--- config.mk ---
export PLATFORM = sky130hd
export DESIGN_NAME = eppx_engine
export DESIGN_NICKNAME = d
export VERILOG_FILES = /design/src/eppx_pkg.sv /design/src/eppx_engine.sv
export SDC_FILE = /design/constraint.sdc
export NUM_CORES = 1
export LEC_CHECK = 0
export BUFFER_PORTS_ARGS = -buffer_cell sky130_fd_sc_hd__buf_2
export CAP_MARGIN = 20
export CORE_UTILIZATION = 60
export DETAILED_ROUTE_END_ITERATION = 7
export PLACE_DENSITY = 0.87
export RECOVER_POWER = 25
export SLEW_MARGIN = 30
export SYNTH_ARGS = -nofsm -noshare
export SYNTH_HDL_FRONTEND = slang
export SYNTH_SLANG_ARGS = --single-unit
--- constraint.sdc ---
create_clock -name mclk_i -period 7.4 [get_ports mclk_i]
set_input_delay 1.11 -clock mclk_i [delete_from_list [all_inputs] [get_ports mclk_i]]
set_output_delay 1.11 -clock mclk_i [all_outputs]
set_load 0.02 [all_outputs]
--- src/eppx_pkg.sv ---
package eppx_pkg;
	localparam logic [2:0] ADDR_DATA = 3'h0;
	localparam logic [2:0] ADDR_STATUS = 3'h1;
	localparam logic [2:0] ADDR_CONTROL = 3'h2;
	localparam logic [2:0] ADDR_REMOTE_ADDR = 3'h3;
	localparam logic [2:0] ADDR_REMOTE_D0 = 3'h4;
	localparam logic [2:0] ADDR_REMOTE_D1 = 3'h5;
	localparam logic [2:0] ADDR_REMOTE_D2 = 3'h6;
	localparam logic [2:0] ADDR_REMOTE_D3 = 3'h7;
	localparam logic [7:0] CONTROL_RESET = 8'h04;
	localparam int CTL_IRQ_EN_BIT = 4;
	localparam int CTL_DIR_BIT = 5;
	localparam logic [1:0] CTL_RESERVED = 2'h3;
	localparam int TIMEOUT_NS = 10000;
	localparam int CLK_PERIOD_NS = 4;
	localparam int TIMEOUT_CYCLES = TIMEOUT_NS / CLK_PERIOD_NS;
	localparam logic [1:0] BYTES_ONE = 2'h0;
	localparam logic [1:0] BYTES_TWO = 2'h1;
	localparam logic [1:0] BYTES_FOUR = 2'h3;
	typedef enum logic [1:0] {
		EPPX_REV17,
		EPPX_REV19,
		EPPX_REVRSV0,
		EPPX_REVRSV1
	} eppx_rev_type;
endpackage : eppx_pkg

--- src/eppx_engine.sv ---
`timescale 1ns/1ns
`default_nettype none
// How it works
// - Writing the data register sets the eight port data lines.
// - Status register is read-only: live five status pins plus interrupt state.
// - Control write sets four control pins, interrupt enable and direction.
// - Address register read/write; a write starts an address strobe cycle.
// - Any access to data byte 0 starts a peripheral data cycle, bits 7..0.
// - Data byte 1 is a local register only; no access width sends it out.
// - Bytes 2 and 3 are local registers too; sys_width_i is never used.
// - Rev 1.7 write latches byte, lowers write, then drives lines and strobe together.
// - Rev 1.7 holds ready low while wait is low, else never lowers it.
// - Rev 1.7 write end: strobe rises, then write; data changes only then.
// - Rev 1.7 read: strobe low on read, high after, then bus released.
// - Rev 1.7 data cycles use the data strobe and data registers.
// - Zero-wait write: write line, strobe, then zws low if wait high.
// - Zero-wait write end: strobe, then zws, then write line rise.
// - Wait falling early turns zero-wait into a normal wait-state cycle.
// - Zero-wait read mirrors write, data inward, write line stays high.
// - Zero-wait data cycles use data strobe and a data register.
// - Rev 1.9 write: ready low and data out, wait for wait low, then write and strobe.
// - Rev 1.9 write: strobe until wait high, release ready, strobe off, wr high.
// - Rev 1.9 after wait low: raise write unless another write is pending.
// - Rev 1.9 read: ready low, strobe until wait high, latch on read end.
// - Rev 1.9 data cycles use data strobe and data registers.
// - Ready low beyond 10 us aborts cycle, drops strobe, sets timeout status.
module eppx_engine
#(
	parameter int TIMEOUT_COUNT = eppx_pkg::TIMEOUT_CYCLES
)(
	input  wire logic              mclk_i,
	input  wire logic              reset_i,
	input  wire logic              clk_en_i,
	input  wire logic              rev19_sel_i,
	input  wire logic              zws_enable_i,
	input  wire logic [2:0]        sys_addr_i,
	input  wire logic              sys_rd_n_i,
	input  wire logic              sys_wr_n_i,
	input  wire logic [1:0]        sys_width_i,
	input  wire logic [7:0]        system_data_bus_i,
	output logic      [7:0]        system_data_bus_o,
	output logic                   system_data_bus_oe_o,
	output logic                   iochrdy_o,
	output logic                   zws_n_o,
	input  wire logic              wait_n_i,
	input  wire logic [4:0]        status_pins_i,
	input  wire logic              irq_state_i,
	input  wire logic [7:0]        port_data_lines_i,
	output logic      [7:0]        port_data_lines_o,
	output logic                   port_data_lines_oe_o,
	output logic      [3:0]        control_pins_o,
	output logic                   write_n_o,
	output logic                   address_strobe_n_o,
	output logic                   data_strobe_n_o,
	output logic                   irq_enable_o,
	output logic                   timeout_o
);
	import eppx_pkg::*;

	typedef enum logic [2:0] {
		ST_IDLE,
		ST_SETUP,
		ST_STROBE,
		ST_WAIT_END,
		ST_RELEASE,
		ST_HOLD_LOW
	} eppx_state_type;

	eppx_state_type state_reg;
	logic [1:0]  rd_sync_reg;
	logic [1:0]  wr_sync_reg;
	logic [1:0]  wait_sync_reg;
	logic [4:0]  stat_sync0_reg;
	logic [4:0]  stat_sync1_reg;
	logic [7:0]  pin_sync0_reg;
	logic [7:0]  pin_sync1_reg;
	logic [2:0]  addr_sync0_reg;
	logic [2:0]  addr_sync1_reg;
	logic [1:0]  width_sync0_reg;
	logic [1:0]  width_sync1_reg;
	logic [7:0]  sdat_sync0_reg;
	logic [7:0]  sdat_sync1_reg;
	logic        rd_prev_reg;
	logic        wr_prev_reg;
	logic [7:0]  port_data_reg;
	logic [7:0]  control_reg;
	logic [7:0]  remote_address_reg;
	logic [7:0]  remote_data_reg [4];
	logic        timeout_reg;
	logic [7:0]  out_byte_reg;
	logic        is_write_reg;
	logic        is_addr_reg;
	logic [2:0]  cyc_addr_reg;
	logic        strobe_reg;
	logic        write_line_reg;
	logic        ready_low_reg;
	logic        zws_reg;
	logic        zws_try_reg;
	logic [31:0] tmo_cnt_reg;

	logic rd_low;
	logic wr_low;
	logic wait_low;
	logic acc_start;
	logic wr_start;
	logic remote_acc;
	logic sys_done;

	// The asynchronous bus strobes and the cable inputs are resynchronised.
	always_ff @(posedge mclk_i or posedge reset_i)
	begin
		if (reset_i)
		begin
			rd_sync_reg     <= 2'h3;
			wr_sync_reg     <= 2'h3;
			wait_sync_reg   <= 2'h3;
			stat_sync0_reg  <= 5'h00;
			stat_sync1_reg  <= 5'h00;
			pin_sync0_reg   <= 8'h00;
			pin_sync1_reg   <= 8'h00;
			addr_sync0_reg  <= 3'h0;
			addr_sync1_reg  <= 3'h0;
			width_sync0_reg <= 2'h0;
			width_sync1_reg <= 2'h0;
			sdat_sync0_reg  <= 8'h00;
			sdat_sync1_reg  <= 8'h00;
			rd_prev_reg     <= 1'b1;
			wr_prev_reg     <= 1'b1;
		end
		else if (clk_en_i)
		begin
			rd_sync_reg     <= {rd_sync_reg[0], sys_rd_n_i};
			wr_sync_reg     <= {wr_sync_reg[0], sys_wr_n_i};
			wait_sync_reg   <= {wait_sync_reg[0], wait_n_i};
			stat_sync0_reg  <= status_pins_i;
			stat_sync1_reg  <= stat_sync0_reg;
			pin_sync0_reg   <= port_data_lines_i;
			pin_sync1_reg   <= pin_sync0_reg;
			addr_sync0_reg  <= sys_addr_i;
			addr_sync1_reg  <= addr_sync0_reg;
			width_sync0_reg <= sys_width_i;
			width_sync1_reg <= width_sync0_reg;
			sdat_sync0_reg  <= system_data_bus_i;
			sdat_sync1_reg  <= sdat_sync0_reg;
			rd_prev_reg     <= rd_sync_reg[1];
			wr_prev_reg     <= wr_sync_reg[1];
		end
	end

	assign rd_low     = ~rd_sync_reg[1];
	assign wr_low     = ~wr_sync_reg[1];
	assign wait_low   = ~wait_sync_reg[1];
	assign wr_start   = wr_prev_reg & wr_low;
	assign acc_start  = (rd_prev_reg & rd_low) | wr_start;
	// Bytes 1..3 are local registers only; an access to them starts no cycle.
	assign remote_acc = (addr_sync1_reg == ADDR_REMOTE_ADDR) ||
		(addr_sync1_reg == ADDR_REMOTE_D0);
	assign sys_done   = is_write_reg ? ~wr_low : ~rd_low;

	// Local registers; the timeout flag is set by hardware and cleared when a
	// status read ends, so that read still returns it; a set in that cycle wins.
	always_ff @(posedge mclk_i or posedge reset_i)
	begin
		if (reset_i)
		begin
			port_data_reg      <= 8'h00;
			control_reg        <= CONTROL_RESET;
			remote_address_reg <= 8'h00;
			timeout_reg        <= 1'b0;
		end
		else if (clk_en_i)
		begin
			if (wr_start && addr_sync1_reg == ADDR_DATA)
				port_data_reg <= sdat_sync1_reg;
			if (wr_start && addr_sync1_reg == ADDR_CONTROL)
				control_reg <= sdat_sync1_reg;
			if (wr_start && addr_sync1_reg == ADDR_REMOTE_ADDR)
				remote_address_reg <= sdat_sync1_reg;
			if (state_reg != ST_IDLE && tmo_cnt_reg >= 32'(TIMEOUT_COUNT))
				timeout_reg <= 1'b1;
			else if (!rd_prev_reg && !rd_low && addr_sync1_reg == ADDR_STATUS)
				timeout_reg <= 1'b0;
		end
	end

	// Data byte lanes: one entry per lane, written by the system or latched
	// from the cable at the end of a read on lane 0, the only lane that starts a cycle.
	for (genvar g = 0; g < 4; g++)
	begin : g_lane
		always_ff @(posedge mclk_i or posedge reset_i)
		begin
			if (reset_i)
				remote_data_reg[g] <= 8'h00;
			else if (clk_en_i)
			begin
				if (wr_start && addr_sync1_reg == 3'(ADDR_REMOTE_D0 + 3'(g)))
					remote_data_reg[g] <= sdat_sync1_reg;
				else if (state_reg == ST_WAIT_END && !is_write_reg && !is_addr_reg
					&& !rd_low && cyc_addr_reg == 3'(ADDR_REMOTE_D0 + 3'(g)))
					remote_data_reg[g] <= pin_sync1_reg;
			end
		end
	end

	// Transfer engine for address and data cycles in both revisions.
	always_ff @(posedge mclk_i or posedge reset_i)
	begin
		if (reset_i)
		begin
			state_reg      <= ST_IDLE;
			out_byte_reg   <= 8'h00;
			is_write_reg   <= 1'b0;
			is_addr_reg    <= 1'b0;
			cyc_addr_reg   <= 3'h0;
			strobe_reg     <= 1'b0;
			write_line_reg <= 1'b0;
			ready_low_reg  <= 1'b0;
			zws_reg        <= 1'b0;
			zws_try_reg    <= 1'b0;
			tmo_cnt_reg    <= 32'h0000_0000;
		end
		else if (clk_en_i)
		begin
			if (ready_low_reg)
				tmo_cnt_reg <= tmo_cnt_reg + 32'h0000_0001;
			else
				tmo_cnt_reg <= 32'h0000_0000;
			if (state_reg != ST_IDLE && tmo_cnt_reg >= 32'(TIMEOUT_COUNT))
			begin
				strobe_reg    <= 1'b0;
				ready_low_reg <= 1'b0;
				zws_reg       <= 1'b0;
				state_reg     <= ST_WAIT_END;
			end
			else
			begin
				unique case (state_reg)
					ST_IDLE:
					begin
						if (acc_start && remote_acc)
						begin
							is_write_reg <= wr_start;
							is_addr_reg  <= (addr_sync1_reg == ADDR_REMOTE_ADDR);
							cyc_addr_reg <= addr_sync1_reg;
							if (wr_start)
								out_byte_reg <= sdat_sync1_reg;
							zws_try_reg  <= zws_enable_i;
							if (rev19_sel_i)
							begin
								ready_low_reg <= 1'b1;
								state_reg     <= ST_HOLD_LOW;
							end
							else
							begin
								write_line_reg <= wr_start;
								state_reg      <= ST_SETUP;
							end
						end
					end
					ST_HOLD_LOW:
					begin
						if (wait_low)
						begin
							write_line_reg <= is_write_reg;
							strobe_reg     <= 1'b1;
							state_reg      <= ST_STROBE;
						end
					end
					ST_SETUP:
					begin
						strobe_reg <= 1'b1;
						state_reg  <= ST_STROBE;
					end
					ST_STROBE:
					begin
						if (rev19_sel_i)
						begin
							if (!wait_low)
							begin
								ready_low_reg <= 1'b0;
								state_reg     <= ST_WAIT_END;
							end
						end
						else if (wait_low)
						begin
							zws_reg       <= 1'b0;
							zws_try_reg   <= 1'b0;
							ready_low_reg <= 1'b1;
						end
						else
						begin
							ready_low_reg <= 1'b0;
							zws_reg       <= zws_try_reg & ~ready_low_reg;
							if (sys_done)
								state_reg <= ST_WAIT_END;
						end
					end
					ST_WAIT_END:
					begin
						if (sys_done)
						begin
							strobe_reg <= 1'b0;
							state_reg  <= ST_RELEASE;
						end
					end
					ST_RELEASE:
					begin
						if (zws_reg)
							zws_reg <= 1'b0;
						else if (!rev19_sel_i || !is_write_reg || wait_low)
						begin
							// Keeping the write line low saves a turnaround
							// when the next system write is already waiting.
							if (!(rev19_sel_i && wr_low && is_write_reg))
								write_line_reg <= 1'b0;
							state_reg <= ST_IDLE;
						end
					end
					default:
						state_reg <= ST_IDLE;
				endcase
			end
		end
	end

	// The port data lines follow the transfer byte only while a transfer owns
	// them, otherwise the legacy data register; both lines high on change.
	always_ff @(posedge mclk_i or posedge reset_i)
	begin
		if (reset_i)
			port_data_lines_o <= 8'h00;
		else if (clk_en_i && !strobe_reg)
			port_data_lines_o <= (state_reg == ST_IDLE) ? port_data_reg : out_byte_reg;
	end

	always_ff @(posedge mclk_i or posedge reset_i)
	begin
		if (reset_i)
		begin
			system_data_bus_o    <= 8'h00;
			system_data_bus_oe_o <= 1'b0;
		end
		else if (clk_en_i)
		begin
			system_data_bus_oe_o <= (rd_low && state_reg != ST_RELEASE) ||
				(strobe_reg && !is_write_reg);
			unique case (addr_sync1_reg)
				ADDR_DATA:        system_data_bus_o <= port_data_reg;
				ADDR_STATUS:      system_data_bus_o <= {stat_sync1_reg, irq_state_i,
					1'b0, timeout_reg};
				ADDR_CONTROL:     system_data_bus_o <= {CTL_RESERVED, control_reg[5:0]};
				ADDR_REMOTE_ADDR: system_data_bus_o <= (state_reg == ST_IDLE) ?
					remote_address_reg : pin_sync1_reg;
				default:          system_data_bus_o <= (state_reg == ST_IDLE) ?
					remote_data_reg[2'(addr_sync1_reg - ADDR_REMOTE_D0)] : pin_sync1_reg;
			endcase
		end
	end

	// Pins that transfers drive assume software has parked them as required.
	assign control_pins_o       = control_reg[3:0];
	assign irq_enable_o         = control_reg[CTL_IRQ_EN_BIT];
	assign port_data_lines_oe_o = ~control_reg[CTL_DIR_BIT] &
		~(state_reg != ST_IDLE && !is_write_reg);
	assign write_n_o            = ~write_line_reg;
	assign address_strobe_n_o   = ~(strobe_reg & is_addr_reg);
	assign data_strobe_n_o      = ~(strobe_reg & ~is_addr_reg);
	assign iochrdy_o            = ~ready_low_reg;
	assign zws_n_o              = ~zws_reg;
	assign timeout_o            = timeout_reg;

	a_strobe_order: assert property (@(posedge mclk_i) disable iff (reset_i)
		$fell(write_n_o) |-> ##[0:8] (!address_strobe_n_o || !data_strobe_n_o)
		or (state_reg == ST_HOLD_LOW)) else $error("strobe did not follow write");
	a_write_after: assert property (@(posedge mclk_i) disable iff (reset_i)
		$rose(write_n_o) |-> address_strobe_n_o && data_strobe_n_o)
		else $error("write line rose under strobe");
	a_zws_ready: assert property (@(posedge mclk_i) disable iff (reset_i)
		!zws_n_o |-> iochrdy_o) else $error("zws with ready low");
	a_timeout_set: assert property (@(posedge mclk_i) disable iff (reset_i)
		clk_en_i && state_reg != ST_IDLE && tmo_cnt_reg >= 32'(TIMEOUT_COUNT)
		|=> timeout_o && iochrdy_o) else $error("timeout not taken");
	a_rev19_hold: assert property (@(posedge mclk_i) disable iff (reset_i)
		state_reg == ST_HOLD_LOW |-> !iochrdy_o) else $error("ready not held");
	a_data_stable: assert property (@(posedge mclk_i) disable iff (reset_i)
		!address_strobe_n_o && $past(!address_strobe_n_o) |-> $stable(port_data_lines_o))
		else $error("data changed under strobe");
	a_one_strobe: assert property (@(posedge mclk_i) disable iff (reset_i)
		!(~address_strobe_n_o && ~data_strobe_n_o)) else $error("two strobes");
	a_read_write: assert property (@(posedge mclk_i) disable iff (reset_i)
		state_reg != ST_IDLE && !is_write_reg |-> write_n_o)
		else $error("write line low in read");
	a_read_hold: assert property (@(posedge mclk_i) disable iff (reset_i)
		$rose(address_strobe_n_o) && !is_write_reg |-> system_data_bus_oe_o)
		else $error("system bus freed before strobe rose");
endmodule : eppx_engine
`default_nettype wire

# Yosys cells after proc, flatten, opt, wreduce, memory -nomap -nowiden
# Cells that the tools add are included.
# W data, S select, Z words.
# word_totals
register_bits	181
in_bits	35
output_inout_bits	29
elab_cells	213
# op_classes
addsub	2
n_lt_le_gt_ge	2
n_eq_ne	35
n_mux	57
bitwise	20
reduce_logical	62
# op_table
op	count
$mux W8	13
$mux W3	11
$add A32 B1 Y32 const B	1
$ge A32 B12 Y1 const B	1
$mux W32	1
$pmux W8 S4	1
$eq A3 B3 Y1 const B	10
$logic_and A1 B1 Y1	24
$mux W1	24
$ne A3 B3 Y1 const B	8
$pmux W3 S6	1
$bmux W8 S2	1
$ne A2 B2 Y1 const B	8
$reduce_and A2 Y1	8
$eq A3 B2 Y1 const B	4
$not A1 Y1	12
$reduce_bool A2 Y1	6
$reduce_bool A3 Y1	4
$reduce_and A5 Y1	2
$reduce_and A9 Y1	1
$ne A4 B4 Y1 const B	2
$reduce_and A4 Y1	2
$reduce_and A8 Y1	1
$and A1 B1 Y1	6
14 further kinds	26

# Longest topological paths before layout
# Gate-level depths: netlist of run 1.
# logic_depth
word_depth	7
ltp_mapped	7
ltp_nobuf	6

# Worst setup path before layout of run 1
# No wires, ideal clock.
# synth_path
path_kind	flip-flop to output port
start	register state_reg[0]
end	output port port_data_lines_oe_o
arrival_time_ns	1.805
t_required_ns	6.290
path_slack_ns	4.485
path_stages_with_launch	6
path_cell_list	dfrtp_1 clkbuf_1 or3_1 buf_2 buf_1 a21oi_1
# synth_between
elab_chain_len	4
# synth_lines
item	line	rtl
from (decl)	eppx_engine.sv:69	eppx_state_type state_reg;
from (signal assigned)	eppx_engine.sv:210	state_reg <= ST_IDLE;
from (signal assigned)	eppx_engine.sv:233	state_reg <= ST_WAIT_END;
from (signal assigned)	eppx_engine.sv:251	state_reg <= ST_HOLD_LOW;
$reduce_bool A3 Y1	eppx_engine.sv:364	~(state_reg != ST_IDLE && !is_write_reg);
$logic_and A1 B1 Y1	eppx_engine.sv:364	
$not A1 Y1	eppx_engine.sv:364	
$and A1 B1 Y1	eppx_engine.sv:363	assign port_data_lines_oe_o = ~control_reg[CTL_DIR_BIT] &
to (decl)	eppx_engine.sv:50	output logic port_data_lines_oe_o,
# Every way passes these cells.

==> results of run 1 <==
==> area by class of cell <==
| class | instances | area share |
|---|---|---|
| clock buffers | 19 | 0.0442 |
| clock inverters | 13 | 0.0200 |
| inverters | 22 | 0.00855 |
| multi-input cells | 547 | 0.401 |
| flip-flops and latches | 181 | 0.463 |
| well taps | 180 | 0.0230 |
| repair buffers | 70 | 0.0403 |
==> path summary, 6_finish.rpt <==
| path | startpoint | endpoint | slack [ns] | cells past startpoint |
|---|---|---|---|---|
| max | clk_en_i | tmo_cnt_reg[25] | 2.80 | 7 |
| min | remote_data_reg[15] | remote_data_reg[15] | 0.48 | 2 |
| max reg2reg | addr_sync1_reg[0] | out_byte_reg[4] | 4.37 | 6 |
| min reg2reg | remote_data_reg[15] | remote_data_reg[15] | 0.48 | 2 |
| max in group asynchronous | reset_i | port_data_lines_o[2] | 4.65 | 4 |
| min in group asynchronous | reset_i | remote_address_reg[6] | 1.05 | 2 |
==> power by group through the flow <==
stage	clock network, mW	logic (mW)	registers [mW]
2_1_floorplan	0	0.728	1.46
4_1_cts	0.984	0.956	1.53
6_report	0.977	0.960	1.53
5_1_grt	1.02	1.05	1.57
3_3_place_gp	0	0.902	1.52
3_5_place_dp	0	0.943	1.54
==> worst reg2reg max path, stage by stage, from the launching register on <==
cell	delay (ns)
dfrtp_1	0.72
buf_4	0.34
nand3b_1	0.29
a22oi_1	0.45
nand3_2	0.26
or2_1	0.48
mux2_1	0.38
==> logic make-up after synthesis <==
group / after synthesis
fa+ha+maj: 2
xor+xnor: 15
flops: 181
compound gates: 152
mux: 145
buf+inv: 72
simple gates: 233
==> metal layers <==
metal | wire length, um | vias up
met2 | 9620 | 257
met5 | 0 | -
met4 | 554 | 0
met3 | 1270 | 47
li1 | - | 2951
met1 | 8450 | 3236
==> stage by stage <==
stage / hold WS (ns) / total power, mW / setup slack, ns
after global placement: 0.456 / 2.43 / 3.41
after detailed placement: 0.469 / 2.48 / 3.37
after floorplan: 0.445 / 2.19 / 1.39
after CTS: 0.484 / 3.46 / 3.83
after global routing: 0.518 / 3.65 / 2.50
final: 0.482 / 3.47 / 2.80
==> cells in the final DEF, fill, tap and decap left out, types with 5 or more instances in the layout <==
cell type	netlist	layout
dfstp_2	9	9
xor2_1	6	6
mux2i_1	49	49
o21ai_0	58	58
inv_1	21	20
nand2b_1	8	8
a211o_1	5	5
buf_4	5	7
nand4_1	6	6
dfrtp_1	172	172
a21o_1	6	6
nor2_1	45	44
a31o_2	6	6
or3_1	10	10
mux4_2	8	8
clkbuf_16	0	17
a21oi_1	39	39
nand3_1	18	18
nand3b_1	5	5
buf_2	5	60
xnor2_1	9	9
mux2_2	86	86
nor4_1	14	14
nand2_1	89	89
nor3_1	8	7
==> reports/results.tsv, run 1 <==
metric	value	unit
irDropWorstVdd	245	uV
synth_top_family_by_area	multiplexers	
hp-class	register to register	
synth_top_flop_cell	dfrtp_1	
slowest_delay	1.23	ns
cp_top_family	buffers and inverters	
yosysMostFrequentCell	dfrtp_1	
crit_buf_inv	2	
max_slew.worst_pin.slew	1.75	ns
dpl.hpwl	12800	um
outcome	finished with violations	
ant_nets	0	
fin_crit	4.60	ns
synth_compound_area_frac	0.107	
finalSetupTns	0	ns
cts.sinks	181	
die-area	15100	um^2
synth_top_area_frac	0.492	
ys_types	65	
place_area	9150	um^2
holdBufCountCts	0	
firstDrtPassIters	7	
antenna_found_initial	0	
nets	876	
port_buffers	61	
grtUsageMet2	0.455	
die_w	123	um
fmax	218	MHz
cts_tree	yes	
path_clk_slew	0.07	ns
rsz0062_at_grt	false	
violations	capacitance limit, slew limit	
fillerInstances	987	
clock_skew	0.0146	ns
cp.arrival	4.96	ns
ys_warn_count	0	
overflow	0	
clock_path_buffers	2	
core	14000	um^2
postCtsResizedCells	0	
start_util	0.623	
grt.met3_usage	0.0734	
synth_xor_area_frac	0.0150	
grt-busiest-layer	met2	
p_per_area	354	nW/um^2
endpoint_kind	register	
routed_wl	19900	um
internal-power	2.27	mW
clkLatencyLatePin	0.44	ns
die_y	123	um
finalSetupViolCount	0	
synth_top_area_cell	dfrtp_1	
power_frac_comb	0.277	
grt_pass1_wl	32500	um
htree_num_levels	4	
slew_headroom	-0.163	
numCtsBuffers	17	
report.final.slew_viol_count	70	
p_switching	1.20	mW
yosysSeqAreaShare	0.519	
swShare	0.346	
hold_violations	0	
netlist_area	8750	um^2
ys_top_cells_by_count	172 x dfrtp_1, 89 x nand2_1, 86 x mux2_2	
grt_pass1_vias	6428	
fin_area	9800	um^2
grt_usage	0.286	
seqCellArea	4540	um^2
dr_total_vias	6491	
placed_cells	999	
ioPinCount	64	
final_util	0.698	
cap_viol_max_count	2	
grt_util_met1	0.376	
async_flop_share	1.00	
crit_chain	clkbuf_1 > buf_4 > and3_1 > nand3_1 > or4_1 > or3_1 > a21oi_1	
gp_congestion	0.910	
post_cts_buffers	0	
grt_start_max_net_pins	98	
syn-num-nets	837	
root_buffer	clkbuf_16	
synth_cells	800	
yosys.area_share.simple	0.132	
ys_ff_latch	181	
routedWlPerCell	19.3	um
worstPathMaxFanout	63	
drt-initial-drc-count	593	
diodes	0	
final.period_utilization	0.621	
critical_path.slowest_cell	clkbuf_1	
viasPerCell	6.29	
synth_adder_area_share	0.00286	
p_leak	4.39	nW
drc_errors	0	
path_class	primary input to register	
synth-edff-count	0	
multi_input_area	3930	um^2
cp.required	7.76	ns
synth_area_leaders	dfrtp_1 49%, mux2_2 11%, mux2i_1 5.6%	
muxShareOfSynthArea	0.190	
cp-start-kind	primary input	
layout-drive-gt1-share	0.265	
clock_power_share	0.281	
p_seq_frac	0.442	
syn2layout_area_growth	12.0	%
avgSynthCellArea	10.9	um^2
stdcell_count	1032	
rows	43	
Note: power is estimated with default switching activity, not from simulation.
==> inputs of run 2 (changes only) <==
--- a/config.mk
+++ b/config.mk
@@ -5,11 +5,12 @@
 export SDC_FILE = /design/constraint.sdc
 export NUM_CORES = 1
 export LEC_CHECK = 0
+export ABC_AREA = 1
 export BUFFER_PORTS_ARGS = -buffer_cell sky130_fd_sc_hd__buf_2
 export CAP_MARGIN = 20
-export CORE_UTILIZATION = 60
+export CORE_UTILIZATION = 55
 export DETAILED_ROUTE_END_ITERATION = 7
-export PLACE_DENSITY = 0.87
+export PLACE_DENSITY = 0.85
 export RECOVER_POWER = 25
 export SLEW_MARGIN = 30
 export SYNTH_ARGS = -nofsm -noshare
==> constraint.sdc (replaced) <==
create_clock -name mclk_i -period 4.1 [get_ports mclk_i]
set_input_delay 0.615 -clock mclk_i [delete_from_list [all_inputs] [get_ports mclk_i]]
set_output_delay 0.615 -clock mclk_i [all_outputs]
set_load 0.02 [all_outputs]
==> run 2 against run 1 <==
The flow now finishes without violations. Flip-flop and latch count unchanged. Largest cell class unchanged. Clock skew decreased by 0.0082 ns. Via count increased by 28%. Critical endpoint is now port_data_lines_oe_o. Combinational power increased by 51%. Wire length increased by 16%. Die area increased by 13%. Clock power increased by 76%.
==> reports/results.tsv, run 2 <==
metric	value	unit
dpl.hpwl	15500	um
syn2layout_area_growth	11.1	%
endpoint_kind	primary output	
grt_pass1_wl	37900	um
drc_errors	0	
rrSetupSlack	1.80	ns
viasPerCell	5.68	
hold_violations	0	
avgSynthCellArea	7.66	um^2
power	5.68	mW
cts_tree	yes	
yosysMostFrequentCell	nand2_1	
setup.worst_path.start	state_reg[0]	
fillerInstances	1407	
die_w	131	um
p_per_area	561	nW/um^2
synth_top_area_cell	dfrtp_1	
grt_pass1_vias	7525	
final_common_cell	nand2_1	
clock_power_share	0.302	
cp.arrival	2.12	ns
postCtsResizedCells	0	
p_seq_frac	0.443	
synth_cells	1189	
ys_warn_count	0	
report.final.slew_viol_count	0	
cp.required	3.48	ns
async_flop_share	1.00	
slowest_delay	0.44	ns
p_leak	4.85	nW
ant_nets	0	
synth_area_leaders	dfrtp_1 47%, nand2_1 17%, o21ai_0 8.3%	
holdWs	0.237	ns
regToRegStartpoint	addr_sync1_reg[0]	
synth_top_area_frac	0.472	
p_switching	2.01	mW
holdBufCountCts	0	
clock_skew	0.00637	ns
cts.sinks	181	
hp-class	primary input to asynchronous set/reset pin	
r2r-end	out_byte_reg[3]	
cp-start-kind	register	
seqCellArea	4540	um^2
start_util	0.569	
irDropWorstVdd	365	uV
rows	46	
stdcell_count	1458	
die-area	17100	um^2
finalSetupViolCount	0	
ys_types	43	
port_buffers	61	
synth_top_flop_cell	dfrtp_1	
die_y	131	um
fin_crit	2.74	ns
ys_top_cells_by_count	403 x nand2_1, 172 x dfrtp_1, 152 x o21ai_0	
finalSetupTns	0	ns
gp_congestion	0.921	
outcome	finished clean	
swShare	0.355	
slew_headroom	0.0311	
syn-num-nets	1226	
max_slew.worst_pin.slew	1.45	ns
ioPinCount	64	
most-common-layout-cells	403 x nand2_1, 172 x dfrtp_1, 152 x o21ai_0, 112 x inv_1, 79 x nor2_1	
placed_cells	1425	
routed_wl	23000	um
cap_viol_max_count	0	
final.period_utilization	0.668	
fin_area	10100	um^2
clock_path_buffers	2	
fmax	365	MHz
drt-initial-drc-count	975	
nets	1266	
antenna_found_initial	0	
path_class	register to primary output	
synth-edff-count	0	
dr_total_vias	8288	
place_area	9510	um^2
clkLatencyLatePin	0.44	ns
ys_ff_latch	181	
layout-drive-gt1-share	0.117	
path_clk_slew	0.07	ns
internal-power	3.66	mW
r2r_cells	9	
rsz0062_at_grt	false	
yosysSeqAreaShare	0.498	
core	16000	um^2
critical_path.slowest_cell	dfrtp_1	
firstDrtPassIters	6	
grt_usage	0.291	
root_buffer	clkbuf_16	
endpoint	port_data_lines_oe_o	
numCtsBuffers	17	
crit_chain	nor2_2 > nand2_1 > buf_4 > a21oi_1 > buf_2	
diodes	0	
post_cts_buffers	0	
routedWlPerCell	15.8	um
grt_start_max_net_pins	90	
netlist_area	9110	um^2
multi_input_area	3870	um^2
overflow	0	
worstPathMaxFanout	17	
htree_num_levels	4	
power_frac_comb	0.255	
## run 2: cell count changes after synthesis, moves of 15 or more
cell,delta
nand2_1,+314
nand3_1,+45
nor2_1,+34
inv_1,+92
o21ai_0,+94
mux2i_1,-49
mux2_2,-86
nand4_1,+15
## run 2: area by class of cell
| cell class | count | area share |
|---|---|---|
| Sequential cell | 181 | 0.448 |
| Timing Repair Buffer | 68 | 0.0374 |
| Clock inverter | 11 | 0.0146 |
| Inverter | 119 | 0.0442 |
| Multi-Input combinational cell | 842 | 0.382 |
| Clock buffer | 21 | 0.0465 |
| Tap cell | 216 | 0.0267 |
## run 2: power groups by stage
| stage | clock, mW | sequential (mW) | combinational (mW) |
|---|---|---|---|
| global route | 1.81 | 2.56 | 1.63 |
| finish | 1.72 | 2.52 | 1.45 |
| detailed placement | 0 | 2.52 | 1.41 |
| floorplan | 0 | 2.51 | 0.982 |
| CTS | 1.73 | 2.50 | 1.43 |
| global placement | 0 | 2.51 | 1.36 |
## run 2: how the worst min path moves through the flow
stage | startpoint | endpoint | slack (ns) | cells past startpoint
final | reset_i | pin_sync0_reg[4] | 0.24 | 2
after detailed placement | sdat_sync0_reg[5] | sdat_sync0_reg[5] | 0.46 | 2
after global placement | sdat_sync0_reg[2] | sdat_sync0_reg[2] | 0.46 | 2
after CTS | sys_wr_n_i | wr_sync_reg[0] | 0.36 | 3
after global routing | reset_i | pin_sync0_reg[4] | 0.27 | 2
after floorplan | write_line_reg | write_line_reg | 0.44 | 2
## run 2: kinds of logic (layout without fill, tap and decap cells)
group | count (synthesis) | after routing | share of synthesized area
AND/OR/NAND/NOR | 611 | 611 | 0.280
AO/OA/AOI/OAI | 227 | 227 | 0.140
flip-flops | 181 | 181 | 0.498
buffers and inverters | 166 | 219 | 0.0770
adder cells (fa/ha/maj) | 2 | 2 | 0.00275
XOR/XNOR | 2 | 2 | 0.00192
## run 2: stage by stage
stage | worst slack (ns) | utilization
floorplan | 1.17 | -
global route | 1.26 | 0.633
CTS | 1.39 | 0.633
global placement | 1.41 | 0.594
finish | 1.36 | 0.633
detailed placement | 1.34 | 0.594
## run 2: layer usage
metal,GRT usage,share of wire
met5,0,0
met4,0.122,0.032
met3,0.0680,0.086
met2,0.437,0.45
met1,0.407,0.43
## run 2: critical path, delay by kind of cell, from the launching register on
kind,cells,cell delay (ns)
flops,1,0.44
buf+inv,2,0.54
simple gates,2,0.50
compound gates,1,0.20
==> inputs of run 3 (changes only) <==
--- a/config.mk
+++ b/config.mk
@@ -5,7 +5,7 @@
 export SDC_FILE = /design/constraint.sdc
 export NUM_CORES = 1
 export LEC_CHECK = 0
-export ABC_AREA = 1
+export ABC_AREA = 0
 export BUFFER_PORTS_ARGS = -buffer_cell sky130_fd_sc_hd__buf_2
 export CAP_MARGIN = 20
 export CORE_UTILIZATION = 55
==> constraint.sdc (replaced) <==
create_clock -name mclk_i -period 2.5 [get_ports mclk_i]
set_input_delay 0.375 -clock mclk_i [delete_from_list [all_inputs] [get_ports mclk_i]]
set_output_delay 0.375 -clock mclk_i [all_outputs]
set_load 0.02 [all_outputs]
==> run 3 against run 2 <==
Global-route usage shrank 2.4 points. Critical path depth shrank 1. Sequential share of layout area grew 0.69 points. Non-clock buffer count grew 29. Worst hold slack lost 0.059 ns. Flip-flop and latch count is the same. Register-to-register slack lost 1.7 ns. Critical path type unchanged.
==> reports/results.tsv, run 3 (same netlist as run 1, synthesis figures left out) <==
metric	value	unit
cp.arrival	2.08	ns
finalSetupViolCount	0	
placed_cells	1057	
fmax	407	MHz
p_leak	4.48	nW
ant_nets	0	
holdBufCountCts	1	
cts_tree	yes	
fin_crit	2.45	ns
die_y	128	um
regToRegStartpoint	tmo_cnt_reg[5]	
worstPathMaxFanout	9	
grt_usage	0.268	
endpoint_kind	primary output	
postCtsResizedCells	0	
cp-start-kind	register	
report.final.slew_viol_count	0	
outcome	finished clean	
grt_start_max_net_pins	92	
path_class	register to primary output	
overflow	0	
drt-initial-drc-count	635	
final_common_cell	dfrtp_1	
port_buffers	61	
grt_pass1_vias	6517	
core	15400	um^2
clock_skew	0.00933	ns
firstDrtPassIters	5	
slew_headroom	0.193	
drc_errors	0	
dp_slack	0.158	ns
place_area	9420	um^2
setup.worst_path.start	state_reg[1]	
irDropWorstVdd	669	uV
routedWlPerCell	18.8	um
nets	903	
antenna_found_initial	0	
fin_area	9970	um^2
layout-drive-gt1-share	0.283	
endpoint	port_data_lines_oe_o	
cp.required	2.12	ns
post_cts_buffers	0	
dr_total_vias	6514	
rsz0062_at_grt	false	
root_buffer	clkbuf_16	
hold_depth	2	
die-area	16400	um^2
rrSetupSlack	0.11	ns
grt_pass1_wl	33500	um
r2r-end	write_line_reg	
syn2layout_area_growth	14.0	%
max_slew.worst_pin.slew	1.21	ns
cts.sinks	181	
rows	45	
p_per_area	1010	nW/um^2
fin_ws	0.0455	ns
power	10.1	mW
final_util	0.649	
clock_path_buffers	2	
finalSetupTns	0	ns
viasPerCell	5.98	
die_w	128	um
hp-class	primary input to register	
holdWs	0.179	ns
clkLatencyLatePin	0.43	ns
r2r_cells	5	
hold_violations	0	
most-common-layout-cells	172 x dfrtp_1, 89 x nand2_1, 86 x mux2_2, 60 x buf_2, 58 x o21ai_0	
final.period_utilization	0.982	
htree_num_levels	4	
gp_congestion	0.880	
routed_wl	20500	um
ioPinCount	64	
path_clk_slew	0.07	ns
numCtsBuffers	17	
dpl.hpwl	13800	um
cap_viol_max_count	0	
start_util	0.569	
diodes	0	
stdcell_count	1090	
==> run 3: changes by cell type in the layout (fill, tap and decap cells not counted), sizes merged, moves of 14 or more <==
cell,previous run,this run
buf,67,92
nand2,411,89
mux2i,0,49
mux2,0,88
nand4,21,7
inv,120,26
nand3,63,19
nor2,86,46
o21ai,163,63
==> run 3: power breakdown <==
group          leakage [nW]  internal [mW]  switching [mW]  total, mW
clock                 0.276           1.43            1.19       2.62
sequential             2.27           3.76           0.693       4.45
combinational          1.93           1.34            1.67       3.01
total                  4.48           6.53            3.56       10.1
==> run 3: how the worst min path moves through the flow <==
stage	endpoint	slack, ns	startpoint
floorplan	remote_data_reg[10]	0.44	remote_data_reg[10]
global placement	stat_sync0_reg[0]	0.35	reset_i
detailed placement	stat_sync0_reg[0]	0.35	reset_i
CTS	pin_sync0_reg[3]	0.16	port_data_lines_i[3]
global route	pin_sync0_reg[3]	0.16	port_data_lines_i[3]
finish	stat_sync0_reg[2]	0.18	status_pins_i[2]
==> run 3: area by class of cell <==
class                   count  area, um^2
clock inverters            14         144
fillers                  1129        5400
well taps                 211         264
multi-input cells         547        3920
flip-flops and latches    181        4540
repair buffers             97         583
clock buffers              18         439
inverters                  22        83.8
==> run 3: critical path: stages, from the launching register on <==
cell	delay (ns)
dfrtp_1	0.47
or3_1	0.53
buf_4	0.22
a21oi_1	0.23
buf_2	0.21
==> run 3: per-layer routing <==
metal | share of wire | vias up | GRT usage
met5 | 0 | - | 0
li1 | - | 2993 | -
met2 | 0.50 | 225 | 0.441
met4 | 0.020 | 0 | 0.0886
met1 | 0.42 | 3258 | 0.348
met3 | 0.057 | 38 | 0.0655
